--- src/hw/afsl_regs.svh ---
`ifndef AFSL_REGS_SVH
`define AFSL_REGS_SVH

// Register indices; byte address is index times four
`define AFSL_IDX_CFG 8'h00
`define AFSL_IDX_FCHR 8'h20
`define AFSL_IDX_FSPD 8'h22
`define AFSL_IDX_LTMP 8'h24
`define AFSL_IDX_RTMP 8'h25
`define AFSL_IDX_STAT 8'h28

// Reset values
`define AFSL_RST_CFG 8'h80
`define AFSL_RST_FCHR 8'h1D
`define AFSL_RST_FSPD 8'h05
`define AFSL_RST_LTMP 8'h44
`define AFSL_RST_RTMP 8'h64

// Field positions
`define AFSL_CFG_AUTO 7
`define AFSL_CFG_SEL_HI 6
`define AFSL_CFG_SEL_LO 5
`define AFSL_FCHR_SPIN_HI 2
`define AFSL_FCHR_SPIN_LO 0
`define AFSL_FSPD_MIN_HI 3
`define AFSL_FSPD_MIN_LO 0
`define AFSL_TMIN_HI 7
`define AFSL_TMIN_LO 3
`define AFSL_TRNG_HI 2
`define AFSL_TRNG_LO 0

// Loop constants
`define AFSL_SEL_REMOTE 2'h0
`define AFSL_SEL_FASTEST 2'h3
`define AFSL_TRNG_MAX 3'h4
`define AFSL_HYST_DEG 9'h005
`define AFSL_DUTY_FULL 4'hF
`define AFSL_DUTY_OFF 4'h0
`define AFSL_PWM_SLOTS 8'hF0

// Spin-up times in milliseconds
`define AFSL_SPIN_MS_0 14'h00C8
`define AFSL_SPIN_MS_1 14'h0190
`define AFSL_SPIN_MS_2 14'h0258
`define AFSL_SPIN_MS_3 14'h0320
`define AFSL_SPIN_MS_4 14'h03E8
`define AFSL_SPIN_MS_5 14'h07D0
`define AFSL_SPIN_MS_6 14'h0FA0
`define AFSL_SPIN_MS_7 14'h1F40

// Clock and PWM timing
`define AFSL_CLK_HZ 40000000
`define AFSL_MS_PER_S 1000
`define AFSL_PWM_CENTIHZ 3125
`define AFSL_CENTI 100

`endif

--- src/hw/afsl_pkg.sv ---
package afsl_pkg;
  // Spin-up sequencer states, Gray along off, spin, run
  typedef enum logic [1:0] {
    AFSL_OFF = 2'b00,
    AFSL_SPIN = 2'b01,
    AFSL_RUN = 2'b11
  } afsl_state_t;

  typedef struct packed {
    logic [9:0] address;
    logic read;
    logic write;
    logic [31:0] writedata;
    logic [3:0] byteenable;
  } afsl_avmm_req_t;

  typedef struct packed {
    logic [31:0] readdata;
    logic waitrequest;
  } afsl_avmm_rsp_t;

  typedef struct packed {
    logic [7:0] temp;
    logic valid;
  } afsl_meas_t;

  typedef struct packed {
    logic [4:0] tmin;
    logic [2:0] trange;
    logic [3:0] min_code;
  } afsl_loop_t;
endpackage

--- src/hw/afsl_chan_duty.sv ---
`include "afsl_regs.svh"

module afsl_chan_duty (
  input wire logic clk_i, // Core clock
  input wire logic rst_i, // Async reset, active high
  input wire afsl_pkg::afsl_meas_t meas_i, // Temperature sample and strobe
  input wire afsl_pkg::afsl_loop_t loop_i, // Turn-on, range, minimum code
  output logic [3:0] duty_o, // Channel duty code
  output logic on_o // Channel wants the fan on
);
  import afsl_pkg::*;

  logic [3:0] duty_r, duty_nxt, headroom, duty_calc;
  logic on_r, on_nxt, above, below_hyst, full;
  logic [8:0] tmin_deg, temp9;
  logic [2:0] shift;
  logic [9:0] diff2, steps;

  // Temperatures in whole degrees, slope worked in half degrees
  assign temp9 = {1'b0, meas_i.temp};
  assign tmin_deg = {2'b00, loop_i.tmin, 2'b00};
  assign shift = (loop_i.trange > `AFSL_TRNG_MAX) ? `AFSL_TRNG_MAX : loop_i.trange;
  assign above = temp9 > tmin_deg;
  assign below_hyst = (temp9 + `AFSL_HYST_DEG) <= tmin_deg;
  assign diff2 = above ? {temp9 - tmin_deg, 1'b0} : 10'h000;
  assign steps = diff2 >> shift;
  assign headroom = `AFSL_DUTY_FULL - loop_i.min_code;
  assign full = steps >= {6'h00, headroom};
  assign duty_calc = full ? `AFSL_DUTY_FULL : loop_i.min_code + steps[3:0];

  // Hold the fan on until five degrees below turn-on
  assign on_nxt = !meas_i.valid ? on_r : above ? 1'b1 : below_hyst ? 1'b0 : on_r;
  assign duty_nxt = !meas_i.valid ? duty_r : on_nxt ? duty_calc : `AFSL_DUTY_OFF;

  // Recompute only on a fresh sample
  always_ff @(posedge clk_i or posedge rst_i) begin
    if (rst_i) begin
      duty_r <= `AFSL_DUTY_OFF;
      on_r <= 1'b0;
    end else begin
      duty_r <= duty_nxt;
      on_r <= on_nxt;
    end
  end

  assign duty_o = duty_r;
  assign on_o = on_r;
endmodule

--- src/hw/afsl_top.sv ---
// Contract
// Fan turns on at the minimum duty once selected temperature exceeds turn-on point.
// Turn-on first spins the fan for the programmed time, then calculated duty.
// Three-bit spin-up code selects 200 ms to 8 s, default 2 s.
// Configuration bit 7 set selects automatic control; clear gives software duty.
// Automatic mode is active after reset with no register write.
// Channel select 00 lets only the remote loop set the duty.
// Channel select 11 drives the larger of local and remote duties.
// Each channel has its own turn-on, range and independent duty.
// A channel at or above its full-speed temperature computes full duty.
// Minimum-duty nibble of fan speed register sets duty at turn-on.
// Duty code n gives n fifteenths of full scale, default code 5.
// Duty rises one code per tenth of the range above turn-on.
// Host programs loop parameters first and sets automatic mode last.
// Running fan stays on until five degrees below turn-on.
// Turn-on is five bits in 4 degree steps; range codes 5 to 80 degrees.
// Local loop settings at index 0x24, remote at 0x25.
// Spin-up drives full duty, then switches to calculated duty.
// Channel duty is recomputed on each completed measurement.
//
// The Avalon-MM interface to the registers is this design's own decision.
`include "afsl_regs.svh"

module afsl_top #(
  parameter int unsigned MS_CYCLES = `AFSL_CLK_HZ / `AFSL_MS_PER_S,
  parameter int unsigned PWM_SLOT_CYCLES =
    `AFSL_CLK_HZ / (`AFSL_PWM_CENTIHZ * `AFSL_PWM_SLOTS / `AFSL_CENTI)
) (
  input wire logic clk_i, // Core clock, 40 MHz
  input wire logic rst_i, // Async reset, active high
  input wire afsl_pkg::afsl_avmm_req_t avmm_i, // Avalon-MM request
  output afsl_pkg::afsl_avmm_rsp_t avmm_o, // Avalon-MM answer
  input wire afsl_pkg::afsl_meas_t local_meas_i, // Local sample and strobe
  input wire afsl_pkg::afsl_meas_t remote_meas_i, // Remote sample and strobe
  output logic pwm_o, // Fan drive
  output logic [3:0] duty_code_o // Duty code in force
);
  import afsl_pkg::*;

  localparam int MSW = $clog2(MS_CYCLES + 1);
  localparam int PSW = $clog2(PWM_SLOT_CYCLES + 1);

  // Register file
  logic [7:0] cfg_r, fchr_r, fspd_r, ltmp_r, rtmp_r;
  logic ack_r, busy, wr_en, rd_take;
  logic [7:0] idx, rd_mux;
  logic [31:0] rdata_r;

  // Loop and sequencer
  afsl_loop_t loop_cfg [2];
  afsl_meas_t meas [2];
  logic [3:0] chan_duty [2];
  logic chan_on [2];
  logic auto_mode, fan_on, tick;
  logic [1:0] sel;
  logic [2:0] spin_code;
  logic [3:0] sel_duty, tgt_code, min_code;
  logic [13:0] spin_ms, spin_left_r, spin_left_nxt;
  logic [MSW-1:0] pre_r, pre_nxt;
  afsl_state_t st_r, st_nxt;

  // PWM
  logic [PSW-1:0] spre_r, spre_nxt;
  logic [7:0] slot_r, slot_nxt;
  logic [3:0] applied_r, applied_nxt;
  logic pwm_r, pwm_nxt, slot_end, period_end;

  // Bus decode: one wait state, answer on the second cycle
  assign busy = avmm_i.read | avmm_i.write;
  assign idx = avmm_i.address[9:2];
  assign wr_en = avmm_i.write & ack_r & avmm_i.byteenable[0];
  assign rd_take = avmm_i.read & ~ack_r;
  assign avmm_o.waitrequest = busy & ~ack_r;
  assign avmm_o.readdata = rdata_r;

  // Read mux; unmapped words read as zero
  always_comb begin
    if (idx == `AFSL_IDX_CFG) begin
      rd_mux = cfg_r;
    end else if (idx == `AFSL_IDX_FCHR) begin
      rd_mux = fchr_r;
    end else if (idx == `AFSL_IDX_FSPD) begin
      rd_mux = fspd_r;
    end else if (idx == `AFSL_IDX_LTMP) begin
      rd_mux = ltmp_r;
    end else if (idx == `AFSL_IDX_RTMP) begin
      rd_mux = rtmp_r;
    end else if (idx == `AFSL_IDX_STAT) begin
      rd_mux = {st_r == AFSL_SPIN, st_r != AFSL_OFF, 2'b00, applied_r};
    end else begin
      rd_mux = 8'h00;
    end
  end

  // Handshake and read data
  always_ff @(posedge clk_i or posedge rst_i) begin
    if (rst_i) begin
      ack_r <= 1'b0;
      rdata_r <= 32'h0000_0000;
    end else begin
      ack_r <= busy & ~ack_r;
      if (rd_take) begin
        rdata_r <= {24'h00_0000, rd_mux};
      end
    end
  end

  // Writable registers; automatic mode is the power-up state
  always_ff @(posedge clk_i or posedge rst_i) begin
    if (rst_i) begin
      cfg_r <= `AFSL_RST_CFG;
      fchr_r <= `AFSL_RST_FCHR;
      fspd_r <= `AFSL_RST_FSPD;
      ltmp_r <= `AFSL_RST_LTMP;
      rtmp_r <= `AFSL_RST_RTMP;
    end else if (wr_en) begin
      if (idx == `AFSL_IDX_CFG) begin
        cfg_r <= avmm_i.writedata[7:0];
      end else if (idx == `AFSL_IDX_FCHR) begin
        fchr_r <= avmm_i.writedata[7:0];
      end else if (idx == `AFSL_IDX_FSPD) begin
        fspd_r <= avmm_i.writedata[7:0];
      end else if (idx == `AFSL_IDX_LTMP) begin
        ltmp_r <= avmm_i.writedata[7:0];
      end else if (idx == `AFSL_IDX_RTMP) begin
        rtmp_r <= avmm_i.writedata[7:0];
      end
    end
  end

  // Field extraction
  assign auto_mode = cfg_r[`AFSL_CFG_AUTO];
  assign sel = cfg_r[`AFSL_CFG_SEL_HI:`AFSL_CFG_SEL_LO];
  assign spin_code = fchr_r[`AFSL_FCHR_SPIN_HI:`AFSL_FCHR_SPIN_LO];
  assign min_code = fspd_r[`AFSL_FSPD_MIN_HI:`AFSL_FSPD_MIN_LO];
  assign meas[0] = local_meas_i;
  assign meas[1] = remote_meas_i;
  assign loop_cfg[0] = {ltmp_r[`AFSL_TMIN_HI:`AFSL_TMIN_LO], ltmp_r[`AFSL_TRNG_HI:`AFSL_TRNG_LO], min_code};
  assign loop_cfg[1] = {rtmp_r[`AFSL_TMIN_HI:`AFSL_TMIN_LO], rtmp_r[`AFSL_TRNG_HI:`AFSL_TRNG_LO], min_code};

  // One independent loop per channel: 0 local, 1 remote
  for (genvar c = 0; c < 2; c++) begin : g_chan
    afsl_chan_duty u_chan (
      .clk_i(clk_i),
      .rst_i(rst_i),
      .meas_i(meas[c]),
      .loop_i(loop_cfg[c]),
      .duty_o(chan_duty[c]),
      .on_o(chan_on[c])
    );
  end

  // Channel selection; undefined codes behave as remote only
  assign fan_on = (sel == `AFSL_SEL_FASTEST) ? (chan_on[0] | chan_on[1]) : chan_on[1];
  assign sel_duty = (sel != `AFSL_SEL_FASTEST) ? chan_duty[1] :
    (chan_duty[0] > chan_duty[1]) ? chan_duty[0] : chan_duty[1];

  // Spin-up time table in milliseconds
  always_comb begin
    case (spin_code)
      3'h0: spin_ms = `AFSL_SPIN_MS_0;
      3'h1: spin_ms = `AFSL_SPIN_MS_1;
      3'h2: spin_ms = `AFSL_SPIN_MS_2;
      3'h3: spin_ms = `AFSL_SPIN_MS_3;
      3'h4: spin_ms = `AFSL_SPIN_MS_4;
      3'h5: spin_ms = `AFSL_SPIN_MS_5;
      3'h6: spin_ms = `AFSL_SPIN_MS_6;
      default: spin_ms = `AFSL_SPIN_MS_7;
    endcase
  end

  // Millisecond prescaler only runs while spinning up
  assign tick = (pre_r == MSW'(MS_CYCLES - 1));
  assign pre_nxt = (st_r != AFSL_SPIN || tick) ? '0 : pre_r + 1'b1;

  // Sequencer: leaving automatic mode or cooling down returns it to off at once
  always_comb begin
    st_nxt = st_r;
    spin_left_nxt = spin_left_r;
    case (st_r)
      AFSL_OFF: begin
        if (auto_mode && fan_on) begin
          st_nxt = AFSL_SPIN;
          spin_left_nxt = spin_ms;
        end
      end
      AFSL_SPIN: begin
        if (!auto_mode || !fan_on) begin
          st_nxt = AFSL_OFF;
        end else if (spin_left_r == 14'h0000) begin
          st_nxt = AFSL_RUN;
        end else if (tick) begin
          spin_left_nxt = spin_left_r - 1'b1;
        end
      end
      AFSL_RUN: begin
        if (!auto_mode || !fan_on) begin
          st_nxt = AFSL_OFF;
        end
      end
      default: st_nxt = AFSL_OFF;
    endcase
  end

  always_ff @(posedge clk_i or posedge rst_i) begin
    if (rst_i) begin
      st_r <= AFSL_OFF;
      spin_left_r <= 14'h0000;
      pre_r <= '0;
    end else begin
      st_r <= st_nxt;
      spin_left_r <= spin_left_nxt;
      pre_r <= pre_nxt;
    end
  end

  // Duty target: software code, full during spin-up, calculated while running, else off
  assign tgt_code = !auto_mode ? min_code :
    (st_r == AFSL_SPIN) ? `AFSL_DUTY_FULL :
    (st_r == AFSL_RUN) ? sel_duty : `AFSL_DUTY_OFF;

  // PWM: 240 slots, 16 per duty code; new code applied at period end to avoid runt pulses
  assign slot_end = (spre_r == PSW'(PWM_SLOT_CYCLES - 1));
  assign period_end = slot_end && (slot_r == `AFSL_PWM_SLOTS - 8'h01);
  assign spre_nxt = slot_end ? '0 : spre_r + 1'b1;
  assign slot_nxt = period_end ? 8'h00 : slot_end ? slot_r + 8'h01 : slot_r;
  assign applied_nxt = period_end ? tgt_code : applied_r;
  assign pwm_nxt = slot_nxt < {applied_nxt, 4'h0};

  always_ff @(posedge clk_i or posedge rst_i) begin
    if (rst_i) begin
      spre_r <= '0;
      slot_r <= 8'h00;
      applied_r <= `AFSL_DUTY_OFF;
      pwm_r <= 1'b0;
    end else begin
      spre_r <= spre_nxt;
      slot_r <= slot_nxt;
      applied_r <= applied_nxt;
      pwm_r <= pwm_nxt;
    end
  end

  assign pwm_o = pwm_r;
  assign duty_code_o = applied_r;
endmodule

--- config.mk ---
export PLATFORM = sky130hd
export DESIGN_NAME = afsl_top
export DESIGN_NICKNAME = d
export VERILOG_FILES = /design/src/hw/afsl_pkg.sv /design/src/hw/afsl_chan_duty.sv /design/src/hw/afsl_top.sv
export VERILOG_INCLUDE_DIRS = /design/src /design/src/hw
export SDC_FILE = /design/constraint.sdc
export NUM_CORES = 1
export LEC_CHECK = 0
export BUFFER_PORTS_ARGS = -buffer_cell sky130_fd_sc_hd__buf_4
export CAP_MARGIN = 20
export CELL_PAD_IN_SITES_DETAIL_PLACEMENT = 1
export CELL_PAD_IN_SITES_GLOBAL_PLACEMENT = 1
export CORE_ASPECT_RATIO = 1.75
export CORE_UTILIZATION = 30
export DETAILED_ROUTE_END_ITERATION = 6
export HOLD_SLACK_MARGIN = 0.03
export PLACE_DENSITY = 0.63
export REMOVE_ABC_BUFFERS = 1
export SLEW_MARGIN = 40
export SYNTH_ARGS = -nofsm -noshare
export SYNTH_HDL_FRONTEND = slang
export SYNTH_HIERARCHICAL = 1
export SYNTH_SLANG_ARGS = --single-unit
--- constraint.sdc ---
create_clock -name clk_i -period 6.4 [get_ports clk_i]
set_clock_uncertainty 0.05 [all_clocks]
set_input_delay 1.28 -clock clk_i [delete_from_list [all_inputs] [get_ports clk_i]]
set_output_delay 1.28 -clock clk_i [all_outputs]
set_load 0.02 [all_outputs]
Word-level counts from Yosys, hierarchy flattened:

Cells that the tools add are included.

* add/subtract/negate cells: 11
* order comparisons: 10
* equal/unequal tests: 25
* shift operators: 2
* muxes and demuxes: 42
* bitwise logic cells: 11
* reductions and logical operators: 19

Operators with widths (number)
* $pmux W13 S7: 1
* $mux W8: 8
* $mux W14: 4
* $eq A8 B6 Y1 const B: 5
* $mux W4: 10
* $pmux W14 S2: 1
* $ge A10 B4 Y1: 2
* $mux W10: 2
* $shr A10 B3 Y10: 2
* $add A8 B3 Y9 const B: 2
* $le A9 B7 Y1: 2
* $sub A8 B7 Y9: 2
* $add A16 B1 Y16 const B: 1
* $eq A16 B16 Y1 const B: 1
* $gt A8 B7 Y1: 2
* $mux W16: 1
* $logic_not A14 Y1: 1
* $sub A14 B1 Y14 const B: 1
* $add A13 B1 Y13 const B: 1
* $eq A13 B13 Y1 const B: 1
* $mux W13: 1
* $ne A2 B2 Y1 const B: 6
* $reduce_and A5 Y1: 2
* $eq A3 B3 Y1 const B: 3
* 31 further kinds: 58

* flip-flop bits (word level): 117
* output and inout port bits: 38
* word-level logic and storage cells: 138

Logic depth before layout (Yosys ltp):

* depth in word-level cells: 8
* depth in mapped cells: 14
* mapped depth without buffers: 14

Hierarchy:

The synthesis kept the hierarchy.

By module, submodules not included
* afsl_top: instances 1, cells an instance 585, area an instance 5788.1 µm², seq. area each 2692.6 µm²
* afsl_chan_duty (g_chan[0].u_chan): instances 1, cells an instance 150, area an instance 1208.7 µm², seq. area each 125.1 µm²
* afsl_chan_duty (g_chan[1].u_chan): instances 1, cells an instance 128, area an instance 1046.0 µm², seq. area each 125.1 µm²

Worst setup path after synthesis:

Ideal clock, no wire load.

* kind: input to register
* start point: input remote_meas_i[6] (netlist name)
* end point: register g_chan[1].u_chan.duty_r[0]
* setup time: 0.133 ns
* arrival: 4.060 ns
* required time: 6.217 ns
* setup slack: 2.157 ns
* cell stages on the path: 12
* path through: ha_1 -> nand2_1 -> a211o_1 -> a21oi_2 -> a32oi_1 -> o311ai_0 -> ha_1 -> nand2_1 -> o21ai_0 -> a221o_1 -> a2111oi_0 -> o2bb2ai_1

* word-level cells in the longest chain between the ends: 6
* elaborated cells on any way between the ends: 13

Ends and longest elaborated chain
* from (decl): RTL line afsl_top.sv:34 `input wire afsl_pkg::afsl_meas_t remote_meas_i,`
* $sub A8 B7 Y9 (tied with other cells): RTL line afsl_chan_duty.sv:25 `assign diff2 = above ? {temp9 - tmin_deg, 1'b0} : 10'h000;`
* $mux W10 / $le A9 B7 Y1 (equally long branches): RTL line afsl_chan_duty.sv:25, afsl_chan_duty.sv:24
* $shr A10 B3 Y10 / $mux W1 (equally long branches): RTL line afsl_chan_duty.sv:26, afsl_chan_duty.sv:32
* $ge A10 B4 Y1 (tied with other cells): RTL line afsl_chan_duty.sv:28 `assign full = steps >= {6'h00, headroom};`
* $mux W4 / $mux W1 (equally long branches): RTL line afsl_chan_duty.sv:29, afsl_chan_duty.sv:32
* $mux W4 (no line) (*)
* to (signal assigned): RTL line afsl_chan_duty.sv:38 `` duty_r <= `AFSL_DUTY_OFF; ``
* to (signal assigned): RTL line afsl_chan_duty.sv:41 `duty_r <= duty_nxt;`
* to (decl): RTL line afsl_chan_duty.sv:13 `logic [3:0] duty_r, duty_nxt, headroom, duty_calc;`

Every way passes the cells marked *; elsewhere a longest branch is shown, timed or not.
A chain may end at the register's enable or synchronous reset.

Final worst setup path:

* start point: input remote_meas_i[6] (netlist name)
* end point: register g_chan[1].u_chan.duty_r[3]

Same word-level chain as after synthesis.

==> out/qor.yml <==
yosys:
  synth-edff-count: 0
  netlist_instances: 863
  netlist.area_leader.share_pct: 32.7
  yosys-top-cells-area: "dfrtp_1 33%, ha_1 6.8%, mux2_2 6.6%, dfstp_2 3.9%, nor2_1 3.3%"
  synth.distinct_cells: 90
  synth_top_flop_cell: "dfrtp_1"
  ys_seq_area_share_pct: 36.6
  synth.largest_area_cell: "dfrtp_1"
  yosysMostFrequentCell: "dfrtp_1"
  synth_area_um2: 8040
  yosys_warnings: 6
  synth_common_cells: "105 x dfrtp_1, 71 x nor2_1, 59 x nand2_1"
  synthArstFlopShare_pct: 100
  ys_ff_latch: 117
  avgSynthCellArea_um2: 9.32
clock_network:
  clkLatencyLatePin_ns: 0.43
  clock-sinks: 117
  cts_tree: "done"
  cts-root-buf: "clkbuf_16"
  postCtsSetupBuffers: 0
  cts_buffer_depth: 2
  clk_pin_slew_ns: 0.06
  htreeDepth: 4
  cts_hold_buf: 0
  ctsResizeCount: 0
  cts_buffers: 17
critical_path:
  reg2reg_from: "rtmp_r[6]$_DFFE_PP1P_"
  path_class: "in -> reg"
  startpoint: "remote_meas_i[6]"
  crit_path_end_kind: "flop"
  r2r_cells: 13
  critical_path.endpoint: "g_chan[1].u_chan/duty_o[3]$_DFFE_PP0P_"
  cp.required_ns: 6.64
  timing.rr.end: "g_chan[1].u_chan/duty_o[3]$_DFFE_PP0P_"
  r2r_setup_slack_ns: 1.74
  worstPathArrival_ns: 5.20
  critPathMaxFanout: 17
  startpoint_type: "input pin"
drt:
  route.detailed.drc: 2
  wl_per_cell_um: 18.0
  drt_iter0_drc: 256
  routed_wl_mm: 22.4
  avgViaCountPerCell: 5.35
  dr.pass1.iters: 6
  ant_nets: 0
  via_count: 6684
power:
  p_clk_share_pct: 48.1
  switchingPower_uw: 584
  intPower_mw: 1.56
  leakagePower_nw: 4.04
  switching_share_pct: 27.3
  ir_drop_mv: 0.162
  powerDensity_nw_per_um2: 230
  comb_power_share_pct: 14.4
  seq_power_share_pct: 37.5
cells_and_area:
  finalNonFillerCells: 1249
  layout.nets: 1028
  diodes: 0
  drive_above_1_share_pct: 18.9
  syn_to_final_growth_pct: 15.7
die:
  fp.dieW_um: 126
  pin_count: 106
  core-area_um2: 26500
  placementRows: 79
  start_util_pct: 30.4
  die_h_um: 219
  die_area_um2: 27500
run:
  max_cap_violations: 0
placement:
  dp_cells: 1217
  dp_hpwl_mm: 17.5
  port_buffers: 52
  gp_congestion: 0.820
global_routing:
  overflow: 0
  grt_pass1_vias: 7123
  grt_pass1_wl_mm: 37.2
  track_usage_pct: 17.4
  grt_max_degree: 61
  antenna_found_initial: 0
timing:
  slew_headroom_pct: 46.2
  rsz0062_at_grt: "no"
  fmax_ghz: 0.202
  worst-slew-pin-transition_ns: 0.798
  maxSlewViolCount: 0
  fin_crit_ns: 4.96
  setup_viol: 0
  finalCritPeriodShare_pct: 77.5
  fin_tns_setup_ns: 0
  finalHoldViolCount: 0
status:
  failed_checks: "DRC"
  status: "finished with violations"
hold_path:
  holdCritPathClass: "reg -> reg"
==> power groups by stage <==
stage	registers [mW]	logic, mW	clock network [mW]
2_1_floorplan	0.813	0.196	0
3_3_place_gp	0.816	0.306	0
3_5_place_dp	0.817	0.311	0
4_1_cts	0.805	0.314	1.05
5_1_grt	0.808	0.350	1.08
6_report	0.804	0.309	1.03
==> worst min-delay path by stage <==
stage                           start                     end  depth (start not counted)
2_1_floorplan     spre_r[8]$_DFF_PP0_     spre_r[8]$_DFF_PP0_                          1
3_3_place_gp          ack_r$_DFF_PP0_         ack_r$_DFF_PP0_                          1
3_5_place_dp   rdata_r[4]$_DFFE_PP0P_  rdata_r[4]$_DFFE_PP0P_                          2
4_1_cts               ack_r$_DFF_PP0_         ack_r$_DFF_PP0_                          1
5_1_grt               ack_r$_DFF_PP0_         ack_r$_DFF_PP0_                          1
6_report       rdata_r[4]$_DFFE_PP0P_  rdata_r[4]$_DFFE_PP0P_                          2
==> state kept, by name (all words and copies together) (netlist names), 4 cells and up <==
signal and cells:
g_chan.u_chan/duty_o 8, cfg_r 8, spin_left_r 14, duty_code_o 4, rdata_r 8, fchr_r 8
spre_r 13, pre_r 16, fspd_r 8, ltmp_r 8, rtmp_r 8, slot_r 8
==> cell type report <==
type,instances,area [um^2]
flip-flops and latches,117,2940
well taps,324,405
multi-input cells,670,4720
clock buffers,21,460
repair buffers,55,413
inverters,51,196
clock inverters,11,174
fillers,3091,17200
==> metrics by stage <==
step	setup WS, ns	utilization [%]	hold WS, ns	area, um^2	power [mW]
2_1_floorplan	1.95	-	0.399	7840	1.01
3_3_place_gp	1.07	32.7	0.420	8660	1.12
3_5_place_dp	0.986	32.7	0.433	8670	1.13
4_1_cts	1.41	35.1	0.447	9310	2.17
5_1_grt	1.14	35.1	0.462	9310	2.24
6_report	1.44	35.1	0.439	9310	2.14
==> layout by cell type, fill, tap and decap left out, types with 25 or more instances in the layout <==
cell,count
a21oi_1,39
a31oi_1,25
buf_4,55
dfrtp_1,105
ha_1,44
inv_1,50
mux2_2,47
nand2_1,59
nand3_1,30
nor2_1,71
o21ai_0,49
xor2_1,27
==> metal layers <==
layer / share of wire, % / track usage [%]
met2: 56 / 34.2
met5: 0 / 0
met3: 1.9 / 2.47
met1: 38 / 17.7
met4: 3.7 / 8.39
==> cells by family after synthesis <==
| kind of cell | Yosys count | share of synthesized area, % |
|---|---|---|
| compound gates | 208 | 17.7 |
| xor+xnor | 43 | 4.68 |
| fa+ha+maj | 48 | 7.84 |
| buf+inv | 99 | 6.00 |
| flops | 117 | 36.6 |
| mux | 56 | 7.70 |
| other cells | 1 | 0.0466 |
| simple gates | 291 | 19.4 |
==> worst max-delay path, stage by stage <==
cell and delay, ns:
buf_4 0.13, ha_1 0.38, nand2_1 0.12, a211o_1 0.28, a21oi_2 0.55, a32oi_1 0.25, o311ai_0 0.72, ha_1 0.38
nand2_1 0.06, o21ai_0 0.07, a221o_1 0.34, a2111oi_0 0.50, o2bb2ai_1 0.11
Power figures use the tool's default switching activity.
